==> config.mk <==
export PLATFORM = sky130hd
export DESIGN_NAME = serial_bus_handshake_control
export DESIGN_NICKNAME = d
export VERILOG_FILES = /design/src/hdl/byte_fifo.v /design/src/hdl/serial_bus_handshake_control.v
export VERILOG_INCLUDE_DIRS = /design/src /design/src/shared
export SDC_FILE = /design/constraint.sdc
export NUM_CORES = 1
export LEC_CHECK = 0
export ABC_CLOCK_PERIOD_IN_PS = 5400
export BUFFER_PORTS_ARGS = -buffer_cell sky130_fd_sc_hd__clkbuf_2
export CAP_MARGIN = 20
export CORE_MARGIN = 1
export CORE_UTILIZATION = 62
export CTS_BUF_LIST = sky130_fd_sc_hd__clkbuf_16
export CTS_CLUSTER_DIAMETER = 200
export CTS_CLUSTER_SIZE = 25
export DETAILED_ROUTE_END_ITERATION = 12
export PLACE_DENSITY = 0.85
export SLEW_MARGIN = 10
export SYNTH_ARGS = -nofsm -noshare
export SYNTH_HDL_FRONTEND = slang
export SYNTH_SLANG_ARGS = --single-unit
==> constraint.sdc <==
create_clock -name mclk -period 5.4 [get_ports mclk]
set_input_delay 0.27 -clock mclk [delete_from_list [all_inputs] [get_ports mclk]]
set_output_delay 0.27 -clock mclk [all_outputs]
set_load 0.02 [all_outputs]
==> src/shared/sbi_defines.vh <==
// constants for the two-wire serial bus handshake block
`ifndef SBI_DEFINES_VH
`define SBI_DEFINES_VH

// control register bit positions
`define CTL_BUSY_SYNC_EN 3'd7
`define CTL_ACK_DETECT 3'd6
`define CTL_ACK_AUTO_EN 3'd5
`define CTL_ACK_TRIGGER 3'd4
`define CTL_CMD_DETECT 3'd3
`define CTL_REL_DETECT 3'd2
`define CTL_CMD_TRIGGER 3'd1
`define CTL_REL_TRIGGER 3'd0
`define CTL_RESET 8'h00

// interrupt timing select register
`define TIM_CLOCK_LINE_LEVEL 3'd6
`define TIM_RELEASE_IRQ_SEL 3'd5
`define TIM_RESET 8'h00
`define TIM_WRITE_MASK 8'hbf

// bit count of one byte and of the interrupt edge
`define BITS_PER_BYTE 4'd8
`define IRQ_RISE_COUNT 4'd9

// shift register reset value, line released
`define SHIFT_RESET 8'hff

`endif

==> src/hdl/byte_fifo.v <==
// small flip-flop fifo with valid/ready on both sides
`timescale 1ns/1ps
`default_nettype none
module byte_fifo #(
  parameter WIDTH = 8,
  parameter DEPTH = 4,
  parameter AW = 2
) (
  input wire mclk,
  input wire rstn,
  input wire flush,
  input wire [WIDTH-1:0] in_data,
  input wire in_valid,
  output wire in_ready,
  output reg [WIDTH-1:0] out_data,
  output wire out_valid,
  input wire out_ready
);
  reg [WIDTH-1:0] mem [0:DEPTH-1];
  reg [AW-1:0] wr_ptr;
  reg [AW-1:0] rd_ptr;
  reg [AW:0] count;
  wire do_push;
  wire do_pop;
  integer i;

  assign in_ready = (count != DEPTH[AW:0]);
  assign out_valid = (count != {(AW+1){1'b0}});
  assign do_push = in_valid & in_ready;
  assign do_pop = out_valid & out_ready;

  always @* begin
    out_data = mem[rd_ptr];
  end

  always @(posedge mclk or negedge rstn) begin
    if (!rstn) begin
      wr_ptr <= {AW{1'b0}};
      rd_ptr <= {AW{1'b0}};
      count <= {(AW+1){1'b0}};
      for (i = 0; i < DEPTH; i = i + 1) begin
        mem[i] <= {WIDTH{1'b0}};
      end
    end else if (flush) begin
      wr_ptr <= {AW{1'b0}};
      rd_ptr <= {AW{1'b0}};
      count <= {(AW+1){1'b0}};
    end else begin
      if (do_push) begin
        mem[wr_ptr] <= in_data;
        wr_ptr <= wr_ptr + 1'b1;
      end
      if (do_pop) begin
        rd_ptr <= rd_ptr + 1'b1;
      end
      if (do_push & ~do_pop) begin
        count <= count + 1'b1;
      end else if (do_pop & ~do_push) begin
        count <= count - 1'b1;
      end
    end
  end
endmodule
`default_nettype wire

==> src/hdl/serial_bus_handshake_control.v <==
// handshake, bus conditions and shifting for the two-wire serial bus mode
`timescale 1ns/1ps
`default_nettype none
`include "sbi_defines.vh"

// How it works
// - auto off: acknowledge only on software trigger
// - auto on: acknowledge at falling edge after byte
// - late auto set: acknowledge next falling, stays set
// - ack flag cleared after start, disable, reset
// - low line at rising after byte sets ack
// - busy enable cleared, fifo not full: line ready next falling
// - busy driven from falling edge after acknowledge
// - new transfer ends busy, enable bit kept
// - timing register resets zero, bit/byte writes
// - clock level bit read-only, zero when disabled
// - data rises, clock high: release, clear command
// - data falls, clock high: command detected
// - receiver holds line low one clock period
// - busy slave holds line low after acknowledge
// - line released high before and after transfer
// - ninth rising edge raises transfer interrupt
// - msb first out on falling, sample rising
// - release trigger sets latch, command clears it
module serial_bus_handshake_control #(
  parameter FIFO_DEPTH = 4,
  parameter FIFO_AW = 2
) (
  input wire mclk,
  input wire rstn,
  input wire channel_enable,
  input wire wakeup_match_en,
  input wire serial_clock_pin,
  input wire serial_data_line_a_in,
  output wire serial_data_line_a_out,
  output wire serial_data_line_a_oe,
  input wire [7:0] wdata,
  input wire [2:0] bit_sel,
  input wire bit_val,
  input wire ctrl_wr_byte,
  input wire ctrl_wr_bit,
  output wire [7:0] ctrl_rdata,
  input wire timing_wr_byte,
  input wire timing_wr_bit,
  output wire [7:0] timing_rdata,
  input wire shift_wr,
  output wire [7:0] shift_rdata,
  output reg transfer_irq_flag,
  output wire [7:0] rx_data,
  output wire rx_valid,
  input wire rx_ready
);
  localparam S_IDLE = 3'd0;
  localparam S_DATA = 3'd1;
  localparam S_DONE = 3'd2;
  localparam S_ACK = 3'd3;
  localparam S_POST = 3'd4;

  // byte or single-bit write applied to a register image
  function [7:0] merge_write;
    input [7:0] old;
    input wr_byte;
    input wr_bit;
    input [2:0] sel;
    input val;
    input [7:0] data;
    reg [7:0] res;
    begin
      res = old;
      if (wr_byte) begin
        res = data;
      end else if (wr_bit) begin
        res[sel] = val;
      end
      merge_write = res;
    end
  endfunction

  reg sclk_s1;
  reg sclk_s2;
  reg sclk_d;
  reg sda_s1;
  reg sda_s2;
  reg sda_d;
  reg [2:0] state;
  reg [3:0] rise_cnt;
  reg [7:0] shift_register;
  reg out_latch;
  reg out_released;
  reg ack_drive;
  reg busy_drive;
  reg ack_clr_pend;
  reg busy_sync_en;
  reg ack_auto_en;
  reg ack_trigger;
  reg ack_detect_flag;
  reg release_detect_flag;
  reg command_detect_flag;
  reg [7:0] timing_reg;
  reg push_valid;
  reg [7:0] push_data;
  wire push_ready;
  wire sclk_rise;
  wire sclk_fall;
  wire sda_rise;
  wire sda_fall;
  wire clock_high;
  wire busy_req;
  wire [7:0] ctrl_view;
  wire [7:0] ctrl_new;
  wire ctrl_wr;
  wire [7:0] next_timing;

  // clock and data are foreign to mclk, two flops before use
  always @(posedge mclk or negedge rstn) begin
    if (!rstn) begin
      sclk_s1 <= 1'b1;
      sclk_s2 <= 1'b1;
      sclk_d <= 1'b1;
      sda_s1 <= 1'b1;
      sda_s2 <= 1'b1;
      sda_d <= 1'b1;
    end else begin
      sclk_s1 <= serial_clock_pin;
      sclk_s2 <= sclk_s1;
      sclk_d <= sclk_s2;
      sda_s1 <= serial_data_line_a_in;
      sda_s2 <= sda_s1;
      sda_d <= sda_s2;
    end
  end

  assign sclk_rise = sclk_s2 & ~sclk_d;
  assign sclk_fall = ~sclk_s2 & sclk_d;
  // clock must be high on both samples so a clock edge is not taken as a condition
  assign clock_high = sclk_s2 & sclk_d;
  assign sda_rise = sda_s2 & ~sda_d;
  assign sda_fall = ~sda_s2 & sda_d;

  // a full fifo keeps the slave busy, so the master is stalled instead of losing bytes
  assign busy_req = busy_sync_en | ~push_ready;

  // trigger bits always read back as zero
  assign ctrl_view = {busy_sync_en, ack_detect_flag, ack_auto_en, 1'b0,
                      command_detect_flag, release_detect_flag, 2'b00};
  assign ctrl_wr = ctrl_wr_byte | ctrl_wr_bit;
  assign ctrl_new = merge_write(ctrl_view, ctrl_wr_byte, ctrl_wr_bit, bit_sel, bit_val, wdata);
  assign ctrl_rdata = ctrl_view;

  assign next_timing = merge_write(timing_reg, timing_wr_byte, timing_wr_bit,
                                   bit_sel, bit_val, wdata) & `TIM_WRITE_MASK;
  assign timing_rdata = {timing_reg[7],
                         sclk_s2 & channel_enable,
                         timing_reg[5:0]};
  assign shift_rdata = shift_register;

  // open-drain: only ever pull low; wake-up mode masks the shifted data and command pull, but not the ack or busy pull
  assign serial_data_line_a_out = 1'b0;
  assign serial_data_line_a_oe = channel_enable &
                                 (ack_drive | busy_drive |
                                  (~out_latch & ~wakeup_match_en));

  always @(posedge mclk or negedge rstn) begin
    if (!rstn) begin
      timing_reg <= `TIM_RESET;
    end else if (timing_wr_byte | timing_wr_bit) begin
      timing_reg <= next_timing;
    end
  end

  always @(posedge mclk or negedge rstn) begin
    if (!rstn) begin
      state <= S_IDLE;
      rise_cnt <= 4'd0;
      shift_register <= `SHIFT_RESET;
      out_latch <= 1'b1;
      out_released <= 1'b0;
      ack_drive <= 1'b0;
      busy_drive <= 1'b0;
      ack_clr_pend <= 1'b0;
      busy_sync_en <= 1'b0;
      ack_auto_en <= 1'b0;
      ack_trigger <= 1'b0;
      ack_detect_flag <= 1'b0;
      release_detect_flag <= 1'b0;
      command_detect_flag <= 1'b0;
      transfer_irq_flag <= 1'b0;
      push_valid <= 1'b0;
      push_data <= 8'h00;
    end else if (!channel_enable) begin
      state <= S_IDLE;
      rise_cnt <= 4'd0;
      out_latch <= 1'b1;
      out_released <= 1'b0;
      ack_drive <= 1'b0;
      busy_drive <= 1'b0;
      ack_clr_pend <= 1'b0;
      ack_trigger <= 1'b0;
      ack_detect_flag <= 1'b0;
      release_detect_flag <= 1'b0;
      command_detect_flag <= 1'b0;
      transfer_irq_flag <= 1'b0;
      push_valid <= 1'b0;
      if (ctrl_wr) begin
        busy_sync_en <= ctrl_new[`CTL_BUSY_SYNC_EN];
        ack_auto_en <= ctrl_new[`CTL_ACK_AUTO_EN];
      end
    end else begin
      transfer_irq_flag <= 1'b0;
      push_valid <= 1'b0;

      if (ctrl_wr) begin
        busy_sync_en <= ctrl_new[`CTL_BUSY_SYNC_EN];
        ack_auto_en <= ctrl_new[`CTL_ACK_AUTO_EN];
        if (ctrl_new[`CTL_ACK_TRIGGER]) begin
          ack_trigger <= 1'b1;
        end
        // release and command triggers act at once; the ack trigger is stored until the next falling edge in S_DONE
        if (ctrl_new[`CTL_REL_TRIGGER]) begin
          out_latch <= 1'b1;
        end else if (ctrl_new[`CTL_CMD_TRIGGER]) begin
          out_latch <= 1'b0;
        end
      end

      case (state)
        S_DATA: begin
          if (sclk_fall && rise_cnt < `BITS_PER_BYTE) begin
            out_latch <= shift_register[7];
          end
          if (sclk_rise) begin
            shift_register <= {shift_register[6:0], sda_s2};
            if (rise_cnt == `BITS_PER_BYTE - 4'd1) begin
              state <= S_DONE;
              push_valid <= 1'b1;
              push_data <= {shift_register[6:0], sda_s2};
            end
          end
        end
        S_DONE: begin
          if (sclk_fall) begin
            if (!out_released) begin
              out_latch <= 1'b1;
              out_released <= 1'b1;
            end
            // auto covers both set-before and set-after completion
            if (ack_auto_en || ack_trigger) begin
              ack_drive <= 1'b1;
              ack_trigger <= 1'b0;
              state <= S_ACK;
            end
          end
        end
        S_ACK: begin
          if (sclk_fall) begin
            ack_drive <= 1'b0;
            busy_drive <= busy_req;
            state <= S_POST;
          end
        end
        default: begin
          if (sclk_fall && busy_drive && !busy_req) begin
            busy_drive <= 1'b0;
          end
        end
      endcase

      if (sclk_rise && rise_cnt != `IRQ_RISE_COUNT && state != S_IDLE) begin
        rise_cnt <= rise_cnt + 4'd1;
        if (rise_cnt == `BITS_PER_BYTE && !wakeup_match_en) begin
          transfer_irq_flag <= 1'b1;
        end
      end

      if (sclk_fall && ack_clr_pend) begin
        ack_clr_pend <= 1'b0;
        ack_detect_flag <= 1'b0;
      end

      // writing the shift register starts a byte and leaves busy
      if (shift_wr && !wakeup_match_en) begin
        shift_register <= wdata;
        state <= S_DATA;
        rise_cnt <= 4'd0;
        out_released <= 1'b0;
        ack_drive <= 1'b0;
        busy_drive <= 1'b0;
        ack_trigger <= 1'b0;
        ack_clr_pend <= 1'b1;
        release_detect_flag <= 1'b0;
        command_detect_flag <= 1'b0;
      end

      // sets come last so an event beats a clear in the same cycle
      if (sclk_rise && !sda_s2 &&
          (state == S_DONE || state == S_ACK || state == S_POST)) begin
        ack_detect_flag <= 1'b1;
      end
      if (clock_high && sda_rise) begin
        release_detect_flag <= 1'b1;
        command_detect_flag <= 1'b0;
        if (timing_reg[`TIM_RELEASE_IRQ_SEL]) begin
          transfer_irq_flag <= 1'b1;
        end
      end else if (clock_high && sda_fall) begin
        command_detect_flag <= 1'b1;
      end
    end
  end

  byte_fifo #(
    .WIDTH(8),
    .DEPTH(FIFO_DEPTH),
    .AW(FIFO_AW)
  ) rx_fifo (
    .mclk(mclk),
    .rstn(rstn),
    .flush(~channel_enable),
    .in_data(push_data),
    .in_valid(push_valid),
    .in_ready(push_ready),
    .out_data(rx_data),
    .out_valid(rx_valid),
    .out_ready(rx_ready)
  );
endmodule
`default_nettype wire

Yosys cells after proc, flatten, opt, wreduce, memory -nomap -nowiden
Index checks and enable logic that the tools add are counted.
Storage, ports and cells
  flip-flop bits (word level): 88
  input port bits: 24
  output and inout port bits: 36
  logic and storage cells: 218
Cells by class
  add/subtract/negate cells: 5
  magnitude comparators: 6
  equal/unequal tests: 27
  mux-type cells: 85
  bitwise operators: 28
  reduce and logical (&&, ||, !) cells: 36
Operator list (count)
  8-bit 2-to-1 mux: 10
  1-bit 2-to-1 mux: 48
  32-bit bitwise mux: 1
  3-bit 2-to-1 mux: 10
  4-bit != test (second input constant): 6
  3-bit by 1-bit != test with 1-bit output (second input constant): 7
  8-bit binary-select mux with 2-bit select: 1
  8-bit bitwise mux: 2
  8-bit demux with 2-bit select: 1
  1-bit logical AND: 14
  1-bit AND: 12
  4-bit 2-to-1 mux: 3
  4-bit by 1-bit != test with 1-bit output (second input constant): 3
  1-bit NOT: 9
  3-bit case mux with 3 select lines: 1
  2-bit 2-to-1 mux: 4
  2-bit AND reduction: 4
  4-bit AND reduction: 2
  2-bit nonzero test: 4
  3-bit by 2-bit == test with 1-bit output (second input constant): 2
  3-bit >= comparator (second input constant): 2
  2-bit NOT with 3-bit output: 2
  1-bit case mux with 2 select lines: 3
  3-bit AND reduction: 2
  23 further kinds: 34

Logic depth before layout (Yosys ltp)
  word-level depth: 14
  gate-level depth with buffers: 8

Cells and area by module
A second synthesis with hierarchy kept.
Unflattened totals
  cells, all modules: 371
  area, all modules: 4409.2 µm²
Modules (own cells, without submodules)
  serial_bus_handshake_control: instances 1, cells an instance 233, area each 2442.3 µm²
  byte_fifo: instances 1, cells an instance 138, area each 1966.9 µm²

Least setup slack after synthesis
No wires, ideal clock.
  path kind: flip-flop to flip-flop
  start: register rx_fifo.count[1]
  end: register rx_fifo.count[2]
  setup time: 0.094 ns
  arrival time: 1.899 ns
  setup slack: 3.407 ns
  cell stages (with the launch flop): 9
  period minus slack after synthesis: 1.993 ns
  cells stage by stage: dfrtp_1 -> nor3b_1 -> nand2b_1 -> nor2_1 -> fa_1 -> nand2_1 -> xnor2_1 -> nor2_1 -> a211oi_1
On the way
  word-level cells in the longest chain between the ends: 6
  elaborated cells between the ends (all ways): 14
Ends and longest elaborated chain
  start, declared: RTL line byte_fifo.v:22  | reg [AW:0] count;
  start signal, assigned: RTL line byte_fifo.v:40  | count <= {(AW+1){1'b0}};
  start signal, assigned: RTL line byte_fifo.v:47  | count <= {(AW+1){1'b0}};
  start signal, assigned: RTL line byte_fifo.v:57  | count <= count + 1'b1;
  parallel branches: the longest is 6 deep, another holds 3-bit by 1-bit subtractor with 3-bit output
Parallel ways; which one is timed is not known. The select of a mux whose other input is x is not followed.
A chain may end at the register's enable or synchronous reset.

Worst setup path in the final report
  start: register rx_fifo.count[2]
  end: register rx_fifo.count[2]
The elaborated chain is that of the path after synthesis.

==> run summary <==
Count of instances resized after the clock tree is built - 0
Number of flip-flops under the largest register name - 32
Seq pwr share - 47.0%
Met3 usage in global routing - 6.93%
Die footprint - 7330 um^2
Iter 0 DRT Violations - 132
Share of the core filled with cells - 73.3%
Post-Synthesis Cell Area - 4330 um^2
Pins over their slew limit - 0
Synthesized netlist cell count - 351
Worst Min Path Start - wdata[2]
Combined global-route utilization of all metal layers - 24.5%
Largest register by flop count - rx_fifo.mem
Maximum single-stage delay on the critical path - 0.45 ns
RSZ-0062 raised after global routing - no
Crit share post-route - 43.5%
Avg Cell Area, Syn - 12.3 um^2
Number of nets in the layout - 435
# hold bufs at CTS - 0
Aggregate routed wire length - 8.19 mm
Part of the power in combinational logic - 18.3%
Worst slack after detailed placement - 3.14 ns
Buffers inserted by post-CTS timing repair - 0
Tightest Pin Transition - 0.589 ns
Clock network fraction of design power - 34.7%
Number of buffer and inverter stages on the critical path - 0
Fraction of final layout cells sized beyond drive strength 1 - 39.0%
Ratio of routed vias to standard cells - 5.82
Most frequently used cell type in the post-synthesis netlist - dfrtp_1
Share of Yosys cell area claimed by the top area cell type - 42.2%
Detailed-route wire length per cell - 16.8 um
Vias post-DR - 2,841
Reported leakage power - 2.41 nW
Setup tns final - 0 ns
Power density normalized to cell area - 351 nW/um^2
Post-Place Cell Area - 4600 um^2
Antenna violations before repair - 0
TritonCTS clock tree - built
Clock buffers created by TritonCTS - 9
Number of nets with antenna violations after routing - 0
Clock-pin slew reported for the worst setup and hold paths after clock tree synthesis - 0.06 ns
Worst setup slack after layout - 3.05 ns
Number of cells in the finished layout apart from fillers - 488
Routability cong. - 0.839
Crit path capture type - flip-flop
Share of flip-flops with an asynchronous set or reset - 100%
Maximum ir drop on the vdd rail - 0.000246 V
Sequential element share of the synthesized area - 51.3%
Setup CP Type - flip-flop to flip-flop
Total DRC errors in the routed layout - 0
Most area-hungry cell type in the Yosys netlist - dfrtp_1
Met2 Track Usage GR - 38.8%
EDFF count, synth - 0
Synth-to-Final Area Change - 14.3%
# rows - 30
Highest-delay cell along the critical path - dfrtp_1
Initial core utilization - 64.1%
Number of levels the H-tree was split into - 3
Total of flip-flops plus latches after synthesis - 88
Normalized max-slew margin - 60.7%
Kind of cell adding the most delay to the critical path - simple AND/OR/NAND/NOR gates
Number of failing hold endpoints at the final stage - 0
Number of diodes added for antenna fixing - 0
Global-route layer with the greatest usage - met2
Count of unique library cells instantiated by Yosys - 50
Clk_lat worst skew - 0.34 ns
Post-route minimum period - 2.35 ns
CP Max Fanout - 6
Post-DP HPWL - 5.53 mm
Maximum number of pins on one net before global-route repair - 89
Met1 GRT Util - 33.5%
Total gr overflow - 0
Vertical die dimension - 85.6 um
Biggest area contributors in the synthesized netlist - dfrtp_1 42%, mux2_2 13%, dfstp_2 9.1%
Signal arrival time at the worst endpoint - 2.57 ns
Worst hold slack after final layout - 0.166 ns
Placed cell count - 467
Run status - finished clean
Vias in the first global route - 2,823
Non-Filler Cell Area, Final - 4950 um^2
PortBufs - 55
Global-route wire length before repair - 13.8 mm
Cell types with the highest counts after synthesis - 73 x dfrtp_1, 50 x mux2_2, 25 x nand2_1
Ordered list of cells on the worst path - nor3b_1 -> nand2b_1 -> nor2_1 -> fa_1 -> nand2_1 -> xnor2_1 -> nor2_1 -> a211oi_1
Total power after layout - 1.74 mW
Required time at the endpoint of the critical path - 5.62 ns
Internal Dissipation - 1.24 mW
Switching share of power - 28.9%
Highest Clock Rate - 0.426 GHz
DRT Pass-1 Iters - 4
Die Span X - 85.6 um
I/O pin total - 60
Clock skew - 0.00817 ns
Floorplan core area - 6760 um^2
Number of failing setup endpoints in the final timing report - 0
Max Cap Viol - 0
Sink count of the clock tree - 88
Clock root buffer master - clkbuf_16
Startpoint type of the worst setup path - flip-flop
Main synth FF type - dfrtp_1
Crit path launch - rx_fifo.count[2]$_DFFE_PN0P_
Largest buffer count on any clock path - 2
Power dissipated by switching net loads - 0.502 mW
Yosys warns - 0
Worst hold-check path type - input pin to flip-flop
Dominant cell type by count on the critical path - nor2_1
RR Startpoint - rx_fifo.count[2]$_DFFE_PN0P_
==> placed cells by master (no fill, tap or decap), drive strengths merged, types with 3 or more instances in the layout <==
cell / Yosys / layout
a211oi: 6 / 6
dlygate4sd3: 0 / 3
nor2: 24 / 24
mux2i: 14 / 14
nor4: 5 / 5
xnor2: 6 / 6
nor3b: 3 / 3
nor2b: 6 / 6
a21oi: 7 / 7
dfstp: 15 / 15
mux4: 8 / 8
dfrtp: 73 / 73
nand2: 26 / 26
buf: 14 / 3
conb: 1 / 4
inv: 11 / 15
mux2: 60 / 60
nand2b: 6 / 6
clkbuf: 8 / 63
nand4: 4 / 4
nand3: 4 / 4
ha: 7 / 7
o21ai: 13 / 13
nor3: 9 / 9
==> tightest hold or removal path, delay by kind of cell <==
family / cells / cell delay [ns]
AO/OA/AOI/OAI: 1 / 0.06
buffers and inverters: 1 / 0.09
AND/OR/NAND/NOR: 1 / 0.05
==> power by group through the flow <==
stage               sequential (mW)  combinational [mW]  clock, mW
floorplan                     0.829               0.213          0
global placement              0.823               0.304          0
detailed placement            0.827               0.313          0
CTS                           0.816               0.316      0.611
global route                  0.827               0.349      0.642
finish                        0.816               0.319      0.603
==> metal layers <==
layer / vias to the layer above / share of wire (%)
li1: 1340 / -
met1: 1396 / 45
met2: 91 / 48
met3: 14 / 4.8
met4: 0 / 1.9
met5: - / 0
==> cell type report <==
type	instances	area, um^2
sequential	88	2220
multi-input combinational	233	1960
inverter	11	41.3
clock buffer	9	225
tap	80	100
timing repair buffer	60	343
clock inverter	7	65.1
fill	443	1810
==> logic make-up after synthesis <==
logic type               count (synthesis)  synth area share, %
AO/OA/AOI/OAI                           34                 5.28
XOR/XNOR                                 8                 1.62
buffers and inverters                   33                 3.87
multiplexers                            82                 23.7
adder cells (fa/ha/maj)                  8                 2.48
AND/OR/NAND/NOR                         97                 11.7
flip-flops                              88                 51.3
other                                    1               0.0865
==> path summary, 6_finish.rpt <==
path / end / slack [ns] / depth (start not counted)
max: rx_fifo.count[2]$_DFFE_PN0P_ / 3.05 / 8
max reg2reg: rx_fifo.count[2]$_DFFE_PN0P_ / 3.05 / 8
min reg2reg: sda_s2$_DFF_PN1_ / 0.36 / 0
min: timing_reg[2]$_DFFE_PN0P_ / 0.17 / 3
min in group asynchronous: rx_fifo.mem[27]$_DFFE_PN0P_ / 0.40 / 2
max in group asynchronous: out_latch$_DFF_PN1_ / 4.34 / 3
No activity file was read; power rests on OpenSTA's default activity.
